[src/core/dsgate_cfg.svh]
// offsets, field positions, reset values and masks of the clock gating bank
`ifndef DSGATE_CFG_SVH
`define DSGATE_CFG_SVH

// byte offsets within the system control window
`define DSG_ADDR_W 12
`define DSG_OFF_RUN_CFG 12'h060
`define DSG_OFF_RUN_GATE 12'h104
`define DSG_OFF_SLEEP_GATE 12'h114
`define DSG_OFF_DEEP_GATE 12'h124
`define DSG_OFF_IRQ_STATUS 12'h200
`define DSG_OFF_IRQ_MASK 12'h204
`define DSG_OFF_FAULT_UNIT 12'h208

// gate bit positions, one per controlled unit
`define DSG_BIT_ASYNC0 0
`define DSG_BIT_ASYNC1 1
`define DSG_BIT_ASYNC2 2
`define DSG_BIT_SYNC_SERIAL 4
`define DSG_BIT_QUAD_DEC 8
`define DSG_BIT_TWO_WIRE 12
`define DSG_BIT_COUNTER0 16
`define DSG_BIT_COUNTER1 17
`define DSG_BIT_COUNTER2 18
`define DSG_BIT_COMPARATOR_ZERO_GATE 24
`define DSG_BIT_COMPARATOR_1_GATE 25
`define DSG_BIT_COMPARATOR_2_GATE 26

// writable bits of each gating word, everything else reads zero
`define DSG_GATE_WMASK 32'h0707_1117
`define DSG_GATE_RESET 32'h0000_0000

// run clock configuration: auto gating select bit
`define DSG_BIT_AUTO_GATING 27
`define DSG_CFG_WMASK 32'h0800_0000
`define DSG_CFG_RESET 32'h0000_0000

// interrupt status and mask layout
`define DSG_IRQ_W 2
`define DSG_IRQ_BIT_FAULT 0
`define DSG_IRQ_BIT_DEEP_ENTRY 1
`define DSG_IRQ_RESET 2'h0

`endif

[src/core/dsgate_pkg.sv]
// types shared by the deep sleep clock gating bank
package dsgate_pkg;

    // power state the system reports to the gating bank
    typedef enum logic [1:0] {
        PM_RUN = 2'b00,
        PM_SLEEP = 2'b01,
        PM_DEEP = 2'b10
    } power_mode_t;

    // avalon-mm request from the master
    typedef struct packed {
        logic read;
        logic write;
        logic [11:0] address;
        logic [31:0] writedata;
    } bus_req_t;

    // avalon-mm answer from the slave
    typedef struct packed {
        logic [31:0] readdata;
        logic waitrequest;
    } bus_rsp_t;

    // one peripheral access to be checked against the gates
    typedef struct packed {
        logic valid;
        logic [4:0] unit;
    } periph_req_t;

    // verdict on a peripheral access, one cycle later
    typedef struct packed {
        logic ok;
        logic fault;
        logic [4:0] unit;
    } periph_rsp_t;

endpackage

[src/core/gate_select.sv]
// picks the applied enable word from the run, sleep and deep sleep copies
`timescale 1ns/1ps
module gate_select #(
    parameter int WIDTH = 32
) (
    // clock and reset
    input wire logic ref_clk,
    input wire logic nrst,
    // gating copies and selection
    input wire logic [WIDTH-1:0] run_gate,
    input wire logic [WIDTH-1:0] sleep_gate,
    input wire logic [WIDTH-1:0] deep_gate,
    input wire logic auto_gating_select,
    input wire dsgate_pkg::power_mode_t mode,
    // applied clock enables
    output logic [WIDTH-1:0] clk_en
);

    typedef struct packed {
        logic [WIDTH-1:0] en;
    } sel_state_t;

    sel_state_t state;
    sel_state_t next_state;
    logic [WIDTH-1:0] pick;

    // per bit choice; run copy unless auto gating picks a low power copy
    genvar i;
    generate
        for (i = 0; i < WIDTH; i++) begin : g_bit
            assign pick[i] = !auto_gating_select ? run_gate[i] :
                (mode == dsgate_pkg::PM_DEEP) ? deep_gate[i] :
                (mode == dsgate_pkg::PM_SLEEP) ? sleep_gate[i] : run_gate[i];
        end
    endgenerate

    // registered so the enables never glitch
    always_comb begin
        next_state = state;
        next_state.en = pick;
    end

    always_ff @(posedge ref_clk or negedge nrst) begin
        if (!nrst) begin
            state <= '0;
        end else begin
            state <= next_state;
        end
    end

    assign clk_en = state.en;

    deep_select_a: assert property (@(posedge ref_clk) disable iff (!nrst)
        auto_gating_select && mode == dsgate_pkg::PM_DEEP |=> clk_en == $past(deep_gate))
        else $error("deep sleep copy not applied");

    run_select_a: assert property (@(posedge ref_clk) disable iff (!nrst)
        !auto_gating_select |=> clk_en == $past(run_gate))
        else $error("run copy not applied without auto gating");

endmodule

[src/core/access_fault_check.sv]
// answers peripheral accesses, faulting those aimed at an unclocked unit
`timescale 1ns/1ps
module access_fault_check #(
    parameter int WIDTH = 32
) (
    // clock and reset
    input wire logic ref_clk,
    input wire logic nrst,
    // applied enables and the access to check
    input wire logic [WIDTH-1:0] clk_en,
    input wire dsgate_pkg::periph_req_t access,
    // verdict
    output dsgate_pkg::periph_rsp_t verdict
);

    typedef struct packed {
        logic ok;
        logic fault;
        logic [4:0] unit;
    } chk_state_t;

    chk_state_t state;
    chk_state_t next_state;

    // reserved positions have no enable and so always fault
    always_comb begin
        next_state = state;
        next_state.ok = access.valid && clk_en[access.unit];
        next_state.fault = access.valid && !clk_en[access.unit];
        if (access.valid) begin
            next_state.unit = access.unit;
        end
    end

    always_ff @(posedge ref_clk or negedge nrst) begin
        if (!nrst) begin
            state <= '0;
        end else begin
            state <= next_state;
        end
    end

    assign verdict.ok = state.ok;
    assign verdict.fault = state.fault;
    assign verdict.unit = state.unit;

    gated_fault_a: assert property (@(posedge ref_clk) disable iff (!nrst)
        access.valid && !clk_en[access.unit] |=> verdict.fault && !verdict.ok)
        else $error("access to unclocked unit not faulted");

    clocked_ok_a: assert property (@(posedge ref_clk) disable iff (!nrst)
        access.valid && clk_en[access.unit] |=> verdict.ok && !verdict.fault)
        else $error("access to clocked unit faulted");

endmodule

[src/core/deep_sleep_clock_gate_bank.sv]
// clock gating bank with run, sleep and deep sleep copies and fault checking
//
// Notes on behaviour
// - one enable bit per controlled unit, each bit gating exactly one unit.
// - bit set clocks the unit; bit clear leaves it unclocked and disabled.
// - any access to an unclocked unit is answered with a bus fault.
// - all implemented enable bits reset to zero.
// - three copies with one layout: run, sleep and deep sleep.
// - sleep and deep sleep copies apply only while auto gating is selected.
// - deep sleep copy sits at offset 0x124, read/write, resets to zero.
// - bits that gate no unit are read-only.
`timescale 1ns/1ps
`include "dsgate_cfg.svh"
module deep_sleep_clock_gate_bank #(
    parameter int WIDTH = 32
) (
    // clock and reset
    input wire logic ref_clk,
    input wire logic nrst,
    // avalon-mm register slave
    input wire dsgate_pkg::bus_req_t bus_req,
    output dsgate_pkg::bus_rsp_t bus_rsp,
    // power state of the system
    input wire dsgate_pkg::power_mode_t power_mode,
    // peripheral access check
    input wire dsgate_pkg::periph_req_t periph_req,
    output dsgate_pkg::periph_rsp_t periph_rsp,
    // per unit clock enables
    output logic [WIDTH-1:0] unit_clk_en,
    // interrupt
    output logic irq
);

    // whole register and handshake state
    typedef struct packed {
        logic [WIDTH-1:0] run_gate;
        logic [WIDTH-1:0] sleep_gate;
        logic [WIDTH-1:0] deep_gate;
        logic [WIDTH-1:0] run_cfg;
        logic [`DSG_IRQ_W-1:0] irq_status;
        logic [`DSG_IRQ_W-1:0] irq_mask;
        logic [4:0] fault_unit;
        logic ack;
        logic [WIDTH-1:0] readdata;
        dsgate_pkg::power_mode_t mode;
    } bank_state_t;

    bank_state_t state;
    bank_state_t next_state;

    logic req;
    logic commit;
    logic auto_gating;
    logic deep_entry;
    logic [WIDTH-1:0] gate_wmask;
    logic [WIDTH-1:0] cfg_wmask;
    logic [WIDTH-1:0] read_word;
    logic [`DSG_IRQ_W-1:0] irq_events;
    logic [`DSG_IRQ_W-1:0] irq_clear;
    logic [WIDTH-1:0] applied_en;
    dsgate_pkg::periph_rsp_t verdict;

    // write masks keep reserved positions at zero
    assign gate_wmask = WIDTH'(`DSG_GATE_WMASK);
    assign cfg_wmask = WIDTH'(`DSG_CFG_WMASK);

    // bus handshake: one wait cycle, then the access completes
    assign req = bus_req.read || bus_req.write;
    assign commit = req && state.ack;

    // auto gating select lives in the run clock configuration word
    assign auto_gating = state.run_cfg[`DSG_BIT_AUTO_GATING];

    // deep sleep entry under auto gating: live mode is deep while the registered mode is not
    assign deep_entry = auto_gating && (power_mode == dsgate_pkg::PM_DEEP)
        && (state.mode != dsgate_pkg::PM_DEEP);

    // sticky event sources
    always_comb begin
        irq_events = '0;
        irq_events[`DSG_IRQ_BIT_FAULT] = verdict.fault;
        irq_events[`DSG_IRQ_BIT_DEEP_ENTRY] = deep_entry;
    end

    // write one to clear, taken only at the completing edge
    always_comb begin
        irq_clear = '0;
        if (commit && bus_req.write && bus_req.address == `DSG_OFF_IRQ_STATUS) begin
            irq_clear = bus_req.writedata[`DSG_IRQ_W-1:0];
        end
    end

    // read decode; unmapped addresses read zero
    always_comb begin
        read_word = '0;
        unique case (bus_req.address)
            `DSG_OFF_RUN_CFG: begin
                read_word = state.run_cfg;
            end
            `DSG_OFF_RUN_GATE: begin
                read_word = state.run_gate;
            end
            `DSG_OFF_SLEEP_GATE: begin
                read_word = state.sleep_gate;
            end
            `DSG_OFF_DEEP_GATE: begin
                read_word = state.deep_gate;
            end
            `DSG_OFF_IRQ_STATUS: begin
                read_word = WIDTH'(state.irq_status);
            end
            `DSG_OFF_IRQ_MASK: begin
                read_word = WIDTH'(state.irq_mask);
            end
            `DSG_OFF_FAULT_UNIT: begin
                read_word = WIDTH'(state.fault_unit);
            end
            default: begin
                read_word = '0;
            end
        endcase
    end

    // next state of the whole bank
    always_comb begin
        next_state = state;
        next_state.mode = power_mode;
        // ack toggles so a held request completes every second cycle
        next_state.ack = req && !state.ack;
        // read data captured in the wait cycle, stands at the completing edge
        if (req && !state.ack) begin
            next_state.readdata = read_word;
        end
        // register writes land only at the completing edge
        if (commit && bus_req.write) begin
            unique case (bus_req.address)
                `DSG_OFF_RUN_CFG: begin
                    next_state.run_cfg = bus_req.writedata & cfg_wmask;
                end
                `DSG_OFF_RUN_GATE: begin
                    next_state.run_gate = bus_req.writedata & gate_wmask;
                end
                `DSG_OFF_SLEEP_GATE: begin
                    next_state.sleep_gate = bus_req.writedata & gate_wmask;
                end
                `DSG_OFF_DEEP_GATE: begin
                    next_state.deep_gate = bus_req.writedata & gate_wmask;
                end
                `DSG_OFF_IRQ_MASK: begin
                    next_state.irq_mask = bus_req.writedata[`DSG_IRQ_W-1:0];
                end
                default: begin
                    next_state.run_cfg = state.run_cfg;
                end
            endcase
        end
        // a new event beats a clear in the same cycle
        next_state.irq_status = (state.irq_status & ~irq_clear) | irq_events;
        // remember which unit was hit by the latest fault
        if (verdict.fault) begin
            next_state.fault_unit = verdict.unit;
        end
    end

    // state register; all gates start off so nothing is clocked
    always_ff @(posedge ref_clk or negedge nrst) begin
        if (!nrst) begin
            state.run_gate <= `DSG_GATE_RESET;
            state.sleep_gate <= `DSG_GATE_RESET;
            state.deep_gate <= `DSG_GATE_RESET;
            state.run_cfg <= `DSG_CFG_RESET;
            state.irq_status <= `DSG_IRQ_RESET;
            state.irq_mask <= `DSG_IRQ_RESET;
            state.fault_unit <= 5'h00;
            state.ack <= 1'b0;
            state.readdata <= 32'h0000_0000;
            state.mode <= dsgate_pkg::PM_RUN;
        end else begin
            state <= next_state;
        end
    end

    // applied enables follow the copy that the power state selects under auto gating, else the run copy
    gate_select #(
        .WIDTH(WIDTH)
    ) u_select (
        .ref_clk(ref_clk),
        .nrst(nrst),
        .run_gate(state.run_gate),
        .sleep_gate(state.sleep_gate),
        .deep_gate(state.deep_gate),
        .auto_gating_select(auto_gating),
        .mode(power_mode),
        .clk_en(applied_en)
    );

    // accesses checked against the enables actually applied
    access_fault_check #(
        .WIDTH(WIDTH)
    ) u_check (
        .ref_clk(ref_clk),
        .nrst(nrst),
        .clk_en(applied_en),
        .access(periph_req),
        .verdict(verdict)
    );

    // outputs
    assign unit_clk_en = applied_en;
    assign periph_rsp = verdict;
    assign bus_rsp.readdata = state.readdata;
    assign bus_rsp.waitrequest = req && !state.ack;
    assign irq = |(state.irq_status & state.irq_mask);

    // helper: has the deep copy been written since reset
    logic deep_written;
    always_ff @(posedge ref_clk or negedge nrst) begin
        if (!nrst) begin
            deep_written <= 1'b0;
        end else if (commit && bus_req.write && bus_req.address == `DSG_OFF_DEEP_GATE) begin
            deep_written <= 1'b1;
        end
    end

    // waitrequest drops exactly one cycle into a held request
    wait_one_cycle_a: assert property (@(posedge ref_clk) disable iff (!nrst)
        req && !state.ack ##1 req |-> !bus_rsp.waitrequest)
        else $error("waitrequest not released after one cycle");

    // deep copy write lands masked at the completing edge
    deep_write_a: assert property (@(posedge ref_clk) disable iff (!nrst)
        commit && bus_req.write && bus_req.address == `DSG_OFF_DEEP_GATE
        |=> state.deep_gate == ($past(bus_req.writedata) & 32'h0707_1117))
        else $error("deep copy write not stored");

    // deep copy reads back what it holds
    deep_read_a: assert property (@(posedge ref_clk) disable iff (!nrst)
        req && !state.ack && bus_req.read && bus_req.address == `DSG_OFF_DEEP_GATE
        ##1 req |-> bus_rsp.readdata == state.deep_gate)
        else $error("deep copy read returned wrong data");

    // reserved positions never hold a one
    reserved_zero_a: assert property (@(posedge ref_clk) disable iff (!nrst)
        (state.deep_gate & ~32'h0707_1117) == 32'h0000_0000)
        else $error("reserved bit of deep copy set");

    // deep copy stays zero until software writes it
    reset_zero_a: assert property (@(posedge ref_clk) disable iff (!nrst)
        !deep_written |-> state.deep_gate == 32'h0000_0000)
        else $error("deep copy not zero after reset");

    // a fault verdict raises the sticky status bit
    fault_sticky_a: assert property (@(posedge ref_clk) disable iff (!nrst)
        verdict.fault |=> state.irq_status[0])
        else $error("fault event lost");

    // an unmasked fault verdict drives the interrupt on the next cycle
    irq_level_a: assert property (@(posedge ref_clk) disable iff (!nrst)
        verdict.fault && state.irq_mask[0] && !(commit && bus_req.write
        && bus_req.address == `DSG_OFF_IRQ_MASK) |=> irq)
        else $error("interrupt not raised for unmasked fault");

    // in deep sleep with auto gating an unset deep bit faults its unit
    deep_fault_a: assert property (@(posedge ref_clk) disable iff (!nrst)
        auto_gating && power_mode == dsgate_pkg::PM_DEEP
        && $stable(state.deep_gate) && $stable(power_mode) && $stable(auto_gating)
        && periph_req.valid && !state.deep_gate[periph_req.unit] |=> periph_rsp.fault)
        else $error("unclocked unit in deep sleep not faulted");

    // sleep copy applies in sleep with auto gating
    sleep_select_a: assert property (@(posedge ref_clk) disable iff (!nrst)
        auto_gating && power_mode == dsgate_pkg::PM_SLEEP
        |=> unit_clk_en == $past(state.sleep_gate))
        else $error("sleep copy not applied");

    // run copy still applies in the run state with auto gating
    run_state_a: assert property (@(posedge ref_clk) disable iff (!nrst)
        auto_gating && power_mode == dsgate_pkg::PM_RUN
        |=> unit_clk_en == $past(state.run_gate))
        else $error("run copy not applied in run state");

    // run copy write lands masked at the completing edge
    run_write_a: assert property (@(posedge ref_clk) disable iff (!nrst)
        commit && bus_req.write && bus_req.address == `DSG_OFF_RUN_GATE
        |=> state.run_gate == ($past(bus_req.writedata) & gate_wmask))
        else $error("run copy write not stored");

    // sleep copy write lands masked at the completing edge
    sleep_write_a: assert property (@(posedge ref_clk) disable iff (!nrst)
        commit && bus_req.write && bus_req.address == `DSG_OFF_SLEEP_GATE
        |=> state.sleep_gate == ($past(bus_req.writedata) & gate_wmask))
        else $error("sleep copy write not stored");

    // only the auto gating select bit of the run configuration is writable
    cfg_write_a: assert property (@(posedge ref_clk) disable iff (!nrst)
        commit && bus_req.write && bus_req.address == `DSG_OFF_RUN_CFG
        |=> state.run_cfg == ($past(bus_req.writedata) & cfg_wmask))
        else $error("run configuration write not stored");

    // reserved positions of the run and sleep copies never hold a one
    reserved_copies_a: assert property (@(posedge ref_clk) disable iff (!nrst)
        (state.run_gate & ~gate_wmask) == '0 && (state.sleep_gate & ~gate_wmask) == '0)
        else $error("reserved bit of run or sleep copy set");

    // run copy reads back what it holds
    run_read_a: assert property (@(posedge ref_clk) disable iff (!nrst)
        req && !state.ack && bus_req.read && bus_req.address == `DSG_OFF_RUN_GATE
        ##1 req |-> bus_rsp.readdata == state.run_gate)
        else $error("run copy read returned wrong data");

    // a fresh request always sees one wait cycle first
    first_wait_a: assert property (@(posedge ref_clk) disable iff (!nrst)
        req && !$past(req) |-> bus_rsp.waitrequest)
        else $error("fresh request not held off");

    // writing one clears the fault bit when no new fault arrives
    status_clear_a: assert property (@(posedge ref_clk) disable iff (!nrst)
        commit && bus_req.write && bus_req.address == `DSG_OFF_IRQ_STATUS
        && bus_req.writedata[`DSG_IRQ_BIT_FAULT] && !verdict.fault
        |=> !state.irq_status[`DSG_IRQ_BIT_FAULT])
        else $error("fault status not cleared by write of one");

    // entering deep sleep under auto gating raises the entry event
    entry_event_a: assert property (@(posedge ref_clk) disable iff (!nrst)
        auto_gating && power_mode == dsgate_pkg::PM_DEEP && state.mode != dsgate_pkg::PM_DEEP
        |=> state.irq_status[`DSG_IRQ_BIT_DEEP_ENTRY])
        else $error("deep sleep entry event lost");

    // mask write lands at the completing edge
    mask_write_a: assert property (@(posedge ref_clk) disable iff (!nrst)
        commit && bus_req.write && bus_req.address == `DSG_OFF_IRQ_MASK
        |=> {30'h0, state.irq_mask} == ($past(bus_req.writedata) & 32'h0000_0003))
        else $error("interrupt mask write not stored");

    // nothing masked in means the interrupt stays low
    masked_quiet_a: assert property (@(posedge ref_clk) disable iff (!nrst)
        state.irq_mask == 2'h0 |-> !irq)
        else $error("interrupt raised while fully masked");

    // the latest faulting unit is kept for software
    fault_unit_a: assert property (@(posedge ref_clk) disable iff (!nrst)
        verdict.fault |=> state.fault_unit == $past(verdict.unit))
        else $error("faulting unit not recorded");

endmodule

[config.mk]
export PLATFORM = sky130hd
export DESIGN_NAME = deep_sleep_clock_gate_bank
export DESIGN_NICKNAME = d
export VERILOG_FILES = /design/src/core/dsgate_pkg.sv /design/src/core/gate_select.sv /design/src/core/access_fault_check.sv /design/src/core/deep_sleep_clock_gate_bank.sv
export VERILOG_INCLUDE_DIRS = /design/src /design/src/core
export SDC_FILE = /design/constraint.sdc
export NUM_CORES = 1
export LEC_CHECK = 0
export ABC_AREA = 1
export CAP_MARGIN = 20
export CORE_ASPECT_RATIO = 0.9
export CORE_UTILIZATION = 64
export CTS_CLUSTER_DIAMETER = 30
export DETAILED_ROUTE_END_ITERATION = 10
export DONT_BUFFER_PORTS = 1
export HOLD_SLACK_MARGIN = 0.02
export PLACE_DENSITY = 0.8
export SYNTH_ARGS = -nofsm -noshare
export SYNTH_HDL_FRONTEND = slang
export SYNTH_SLANG_ARGS = --single-unit
[constraint.sdc]
create_clock -name ref_clk -period 1.3 [get_ports ref_clk]
set_input_delay 0.13 -clock ref_clk [delete_from_list [all_inputs] [get_ports ref_clk]]
set_output_delay 0.13 -clock ref_clk [all_outputs]
set_load 0.005 [all_outputs]
==> flow_metrics.tcl, run 1 <==
set metrics [dict create \
    outcome "finished with violations" \
    violations "hold timing" \
    fin_worst_skew_ps 11.7 \
    worstSetupPathType "reg -> out" \
    grt_pass1_wl_um 15500 \
    antenna_found_initial 0 \
    first_global_vias 3157 \
    cp_cell_sequence "nor2_2 > buf_6" \
    wl_per_cell_um 15.2 \
    syn-cell-area_sq_um 4450 \
    clock_latency_ps 350 \
    synthTopCellsByArea "dfrtp_1 46%, nand2_1 10%, buf_4 8.9%" \
    crit_path_start "state[34]$_DFF_PN0_" \
    p_switching_uw 1090 \
    nets 593 \
    grt_start_max_net_pins 83 \
    cts_buffers 9 \
    core_sq_um 6660 \
    placed_area_sq_um 4400 \
    netSwitchingFraction_pct 23.4 \
    maxCapViolations 0 \
    fin_area_sq_um 4760 \
    cp_max_fo 14 \
    comb_power_share_pct 6.8 \
    synth_top_cell_area_share_pct 46.1 \
    max-vdd-ir-drop_mv 0.620 \
    die_w_um 89.9 \
    rsz0062_at_grt "yes" \
    yosys.area.top_type "dfrtp_1" \
    overflow 0 \
    cts_setup_buffers 0 \
    r2r_slack_ps 100 \
    avgSynthCellArea_sq_um 8.56 \
    crit_arrival_ps 1080 \
    grtUsageTotal_pct 28.3 \
    timing.final.hold_violations 82 \
    fmax_mhz 827 \
    ioPinCount 129 \
    first_pass_iters 4 \
    vias 3397 \
    wl_um 9560 \
    clockPowerShare_pct 36.7 \
    finalSetupTns_ps 0 \
    gp_congestion 0.894 \
    power_frac_seq_pct 56.6 \
    critical_path.top_delay_family "flip-flops" \
    reg2reg_from "state[34]$_DFF_PN0_" \
    drt_iter0_drc 266 \
    start_kind "flip-flop" \
    layout-drive-gt1-share_pct 19.3 \
    start_util_pct 66.8 \
    p_per_area_nw_per_um2 979 \
    dp_slack_ps 21.3 \
    timing.final.ws_setup_ps 90.3 \
    cp.required_ps 1170 \
    diodes 0 \
    clock_sinks 82 \
    fin_crit_sh_pct 93.1 \
    ctsLongestPathBuffers 2 \
    ant_nets 0 \
    syn_to_final_growth_pct 7.03 \
    die-area_sq_um 7290 \
    rows 28 \
    cpPeakStageDelay_ps 400 \
    cts_root_buf "clkbuf_8" \
    maxSlewViolCount 0 \
    post-place-cells 598 \
    die_h_um 81.1 \
    viasPerCell 5.39 \
    cp_num_buf_inv 1 \
    holdBufCountCts 18 \
    power_uw 4660 \
    critPathSlowestCell "dfrtp_1" \
    end_kind "primary output" \
    hold_path_class "in -> async" \
    syn_inst 520 \
    layout_min_cycle_time_ps 1210 \
    yosysSeqAreaShare_pct 46.1 \
    synth_warnings 0 \
    drc_errors 0 \
    cts_tree "yes" \
    finalNonFillerCells 630 \
    io_buffers 0 \
    setup-violations-final 0 \
    internal-power_uw 3570 \
    ys_ff_latch 82 \
    dpl.hpwl_um 6840 \
    h-tree-depth 3 \
    yosysUniqueCellTypes 33 \
    power.leakage_uw 0.00248 \
    timing.hold.ws_ps -536 \
    clkTransAtPathRegs_ps 80 \
]
-- cell families (layout without fill, tap and decap cells) --
family / after synthesis / after routing / synth area share, %
flops: 82 / 82 / 46.1
other cells: 1 / 38 / 0.0843
simple gates: 236 / 236 / 24.7
compound gates: 80 / 80 / 13.1
buf+inv: 121 / 104 / 16.0
-- timing repair --
action | 4_1_cts | 5_1_grt
hold endpoints to repair | 118 | 82
gates resized for setup | 1 | 4
endpoints found under the setup margin | 1 | 4
-- synthesized netlist by cell type --
cell type,n
o21ai_0,23
inv_4,1
nand3_2,1
inv_6,2
nor3_1,1
a21oi_1,2
nand4_1,2
o21ai_1,5
or2_1,1
nand3b_1,1
buf_2,2
clkbuf_1,8
inv_1,49
buf_6,6
nand2_4,5
o32ai_1,12
nand3_1,31
nand2_2,19
buf_4,53
conb_1,1
o21ai_2,32
nand2_1,119
o211ai_1,2
or2_2,2
o31ai_1,2
nor2_1,46
dfrtp_1,82
nor3_4,2
o2111ai_1,1
nor2_4,2
a22o_1,1
nor2_8,1
nor2_2,3
-- power groups by stage --
stage / combinational, uW / clock, uW / sequential [uW]
floorplan: 292 / 0 / 2680
global placement: 249 / 0 / 2690
detailed placement: 257 / 0 / 2690
CTS: 308 / 1740 / 2640
global route: 354 / 1850 / 2640
finish: 315 / 1710 / 2640
-- sequential cells by signal, summed over array words and instances, names as in the netlist --
| register | count |
|---|---|
| u_check.verdict | 7 |
| u_select.clk_en | 12 |
| auto_gating | 1 |
| state | 48 |
| bus_rsp | 14 |
-- area by class of cell --
cell class | count | area [sq um]
clock buffers | 11 | 131
clock inverters | 3 | 42.5
fillers | 501 | 1890
inverters | 52 | 210
multi-input cells | 354 | 1830
flip-flops and latches | 82 | 2050
well taps | 90 | 113
repair buffers | 38 | 388
-- path summary, 6_finish.rpt --
check	to	cells past startpoint
max in group asynchronous	state[40]$_DFFE_PN0P_	0
hold / removal	bus_rsp[2]$_DFFE_PN0P_	0
hold reg to reg	state[37]$_DFFE_PN0P_	2
min in group ref_clk	state[88]$_DFFE_PN0P_	2
setup reg to reg	bus_rsp[28]$_DFFE_PN0P_	3
setup / recovery	bus_rsp[0]	2
-- placed cells by master, fill, tap and decap left out, types with 2 or more instances in the layout --
master / count
or2_2: 2
nand2_4: 5
clkbuf_1: 2
clkbuf_8: 9
buf_6: 2
buf_12: 4
o21ai_0: 23
o21ai_1: 5
inv_6: 2
o32ai_1: 12
conb_1: 38
nand2_1: 119
nand4_1: 2
nor2_1: 45
nor2_4: 2
nor3_4: 2
o211ai_1: 2
nor2_2: 4
inv_1: 48
inv_4: 2
dlygate4sd3_1: 18
a21oi_1: 2
buf_4: 14
nand3_1: 31
nand2_2: 19
o31ai_1: 2
dfrtp_1: 82
o21ai_2: 32
-- routing by layer --
metal,GRT usage (%),vias up,routed length [um]
met2,45.2,164,4360
met4,10.5,0,214
li1,-,1603,-
met3,8.15,24,898
met5,0,-,0
met1,37.3,1606,4080
-- through the flow --
step | utilization, % | hold WS, ps
finish | 71.5 | -536
global route | 71.5 | -562
CTS | 71.4 | -552
detailed placement | 66.0 | -163
global placement | 66.0 | -163
floorplan | - | -166
No activity file was read; power rests on OpenSTA's default activity.
==> run 2: changes to the inputs <==
CORE_UTILIZATION = 65   (was 64)
PLACE_DENSITY = 0.81   (was 0.8)
SYNTH_HIERARCHICAL = 1   (was not set)
==> run 2 against run 1 <==
The flow still finishes with violations (hold timing); via count is 57% higher; critical path type unchanged; final area rose by 37%; first-iteration DRC count increased by 58%; synthesized cell count increased by 65%; combinational power rose by 90%; critical path depth did not move; final cell count up 64%.
==> flow_metrics.tcl, run 2 <==
set metrics [dict create \
    yosysUniqueCellTypes 29 \
    maxSlewViolCount 0 \
    viasPerCell 5.14 \
    syn_to_final_growth_pct 6.77 \
    rows 33 \
    gp_congestion 0.876 \
    die_w_um 104 \
    fin_crit_sh_pct 95.5 \
    yosysSeqAreaShare_pct 41.7 \
    clock_sinks 102 \
    die-area_sq_um 9800 \
    overflow 0 \
    cts_root_buf "clkbuf_8" \
    largest_reg_flops 48 \
    cp.required_ps 1170 \
    synthMuxAreaShare_pct 0.368 \
    timing.final.hold_violations 102 \
    final_cell_mix "304 x nand2_1, 160 x inv_1, 116 x nand3_1" \
    p_per_area_nw_per_um2 897 \
    synthAdderAreaFrac_pct 0 \
    synthTopCellsByArea "dfrtp_1 42%, nand2_1 19%, inv_1 9.9%" \
    end_kind "primary output" \
    grt_pass1_wl_um 23600 \
    cts_tree "yes" \
    largest-register "state" \
    hold_path_class "in -> async" \
    dp_slack_ps -12.7 \
    wl_per_cell_um 13.8 \
    diodes 0 \
    cts_buffers 9 \
    grt_start_max_net_pins 103 \
    power.leakage_uw 0.00354 \
    cp_cell_sequence "nor2_2 > buf_6" \
    cpPeakStageDelay_ps 400 \
    holdBufCountCts 15 \
    fmax_mhz 806 \
    synth_edf_count 0 \
    ctsLongestPathBuffers 2 \
    synth-simple-area-share_pct 32.4 \
    timing.final.ws_setup_ps 58.7 \
    vias 5324 \
    h-tree-depth 3 \
    io_buffers 0 \
    critPathSlowestCell "dfrtp_1" \
    max-vdd-ir-drop_mv 0.503 \
    async_flop_share_pct 100 \
    nets 965 \
    cp_max_fo 15 \
    synth_top_cell_area_share_pct 41.7 \
    violations "hold timing" \
    drt_iter0_drc 420 \
    timing.hold.ws_ps -560 \
    setup-violations-final 0 \
    layout_min_cycle_time_ps 1240 \
    drc_errors 0 \
    start_util_pct 67.0 \
    maxCapViolations 0 \
    ioPinCount 129 \
    avgSynthCellArea_sq_um 7.12 \
    synth_xor_area_share_pct 0 \
    yosys.area.top_type "dfrtp_1" \
    synth_most_common_cell "nand2_1" \
    final_common_cell "nand2_1" \
    worstSetupPathType "reg -> out" \
    synth_top_family_by_area "simple AND/OR/NAND/NOR gates" \
    first_global_vias 5116 \
    finalSetupTns_ps 0 \
    power_uw 5860 \
    synth_common_cells "304 x nand2_1, 161 x inv_1, 116 x nand3_1" \
    dominantRegCellSynth "dfrtp_1" \
    dpl.hpwl_um 9890 \
    core_sq_um 9130 \
    wl_um 14300 \
    die_h_um 94.0 \
    start_kind "flip-flop" \
    ys_ff_latch 102 \
    syn_inst 859 \
    clkTransAtPathRegs_ps 100 \
    syn-cell-area_sq_um 6120 \
    layout-drive-gt1-share_pct 9.85 \
    ant_nets 0 \
    antenna_found_initial 0 \
    clock_latency_ps 370 \
    synth_compound_area_share_pct 6.83 \
    fin_worst_skew_ps 9.60 \
    grtUsageTotal_pct 30.8 \
    crit_arrival_ps 1110 \
    synth_warnings 6 \
    outcome "finished with violations" \
    first_pass_iters 6 \
    final_core_util_pct 71.6 \
    rsz0062_at_grt "yes" \
]
==> run 2: critical path: cells and delay by family, from the launching register on <==
kind | cells | cell delay (ps)
flops | 1 | 400
buf+inv | 1 | 190
simple gates | 1 | 140
==> run 2: metal layers <==
metal | global-route usage [%] | up-vias | routed length [um]
met4 | 12.6 | 0 | 372
met1 | 36.8 | 2486 | 5670
li1 | - | 2570 | -
met2 | 53.8 | 233 | 7200
met3 | 7.28 | 35 | 1090
met5 | 0 | - | 0
==> run 2: final timing paths <==
| check | startpoint | end | slack (ps) | depth (start not counted) |
|---|---|---|---|---|
| hold reg to reg | bus_rsp[27]$_DFFE_PN0P_ | bus_rsp[27]$_DFFE_PN0P_ | 520 | 2 |
| hold / removal | nrst | bus_rsp[28]$_DFFE_PN0P_ | -560 | 0 |
| max in group asynchronous | nrst | state[166]$_DFFE_PN0P_ | 1630 | 0 |
| setup / recovery | state[34]$_DFF_PN0_ | bus_rsp[0] | 60 | 2 |
| min in group ref_clk | bus_req[38] | bus_rsp[28]$_DFFE_PN0P_ | 20 | 4 |
| setup reg to reg | state[34]$_DFF_PN0_ | state[144]$_DFFE_PN0P_ | 80 | 5 |
==> run 2: what timing repair did <==
action                                  CTS  global route
hold endpoints to repair                137           102
setup buffers                             0             1
endpoints found under the setup margin    7             4
gates resized for setup                   1             5
gates cloned                              0             1
==> run 2: kinds of logic (layout without fill, tap and decap cells) <==
logic type      Yosys count  in the layout
other cells               1             78
compound gates           59             59
mux                       2              2
buf+inv                 238            216
flops                   102            102
simple gates            457            457
==> run 2: report_power, final <==
part / switching (uW) / total (uW) / internal [uW]
clock network: 1150 / 1920 / 771
registers: 74.2 / 3340 / 3260
logic: 386 / 597 / 211
total: 1610 / 5860 / 4250
==> run 2: through the flow <==
| step | area, sq um | cells |
|---|---|---|
| finish | 6530 | 1036 |
| global route | 6530 | 1036 |
| CTS | 6500 | 1034 |
| detailed placement | 6170 | 1003 |
| global placement | 6170 | 1003 |
| floorplan | 6410 | 936 |
==> run 2: final cells by class <==
cell class                 count  area (sq um)
tap                          122           153
timing repair inverter         1          5.00
timing repair buffer          29           262
sequential                   102          2550
clock buffer                  11           141
inverter                     170           649
clock inverter                 5          41.3
multi-input combinational    596          2730
fill                         747          2590
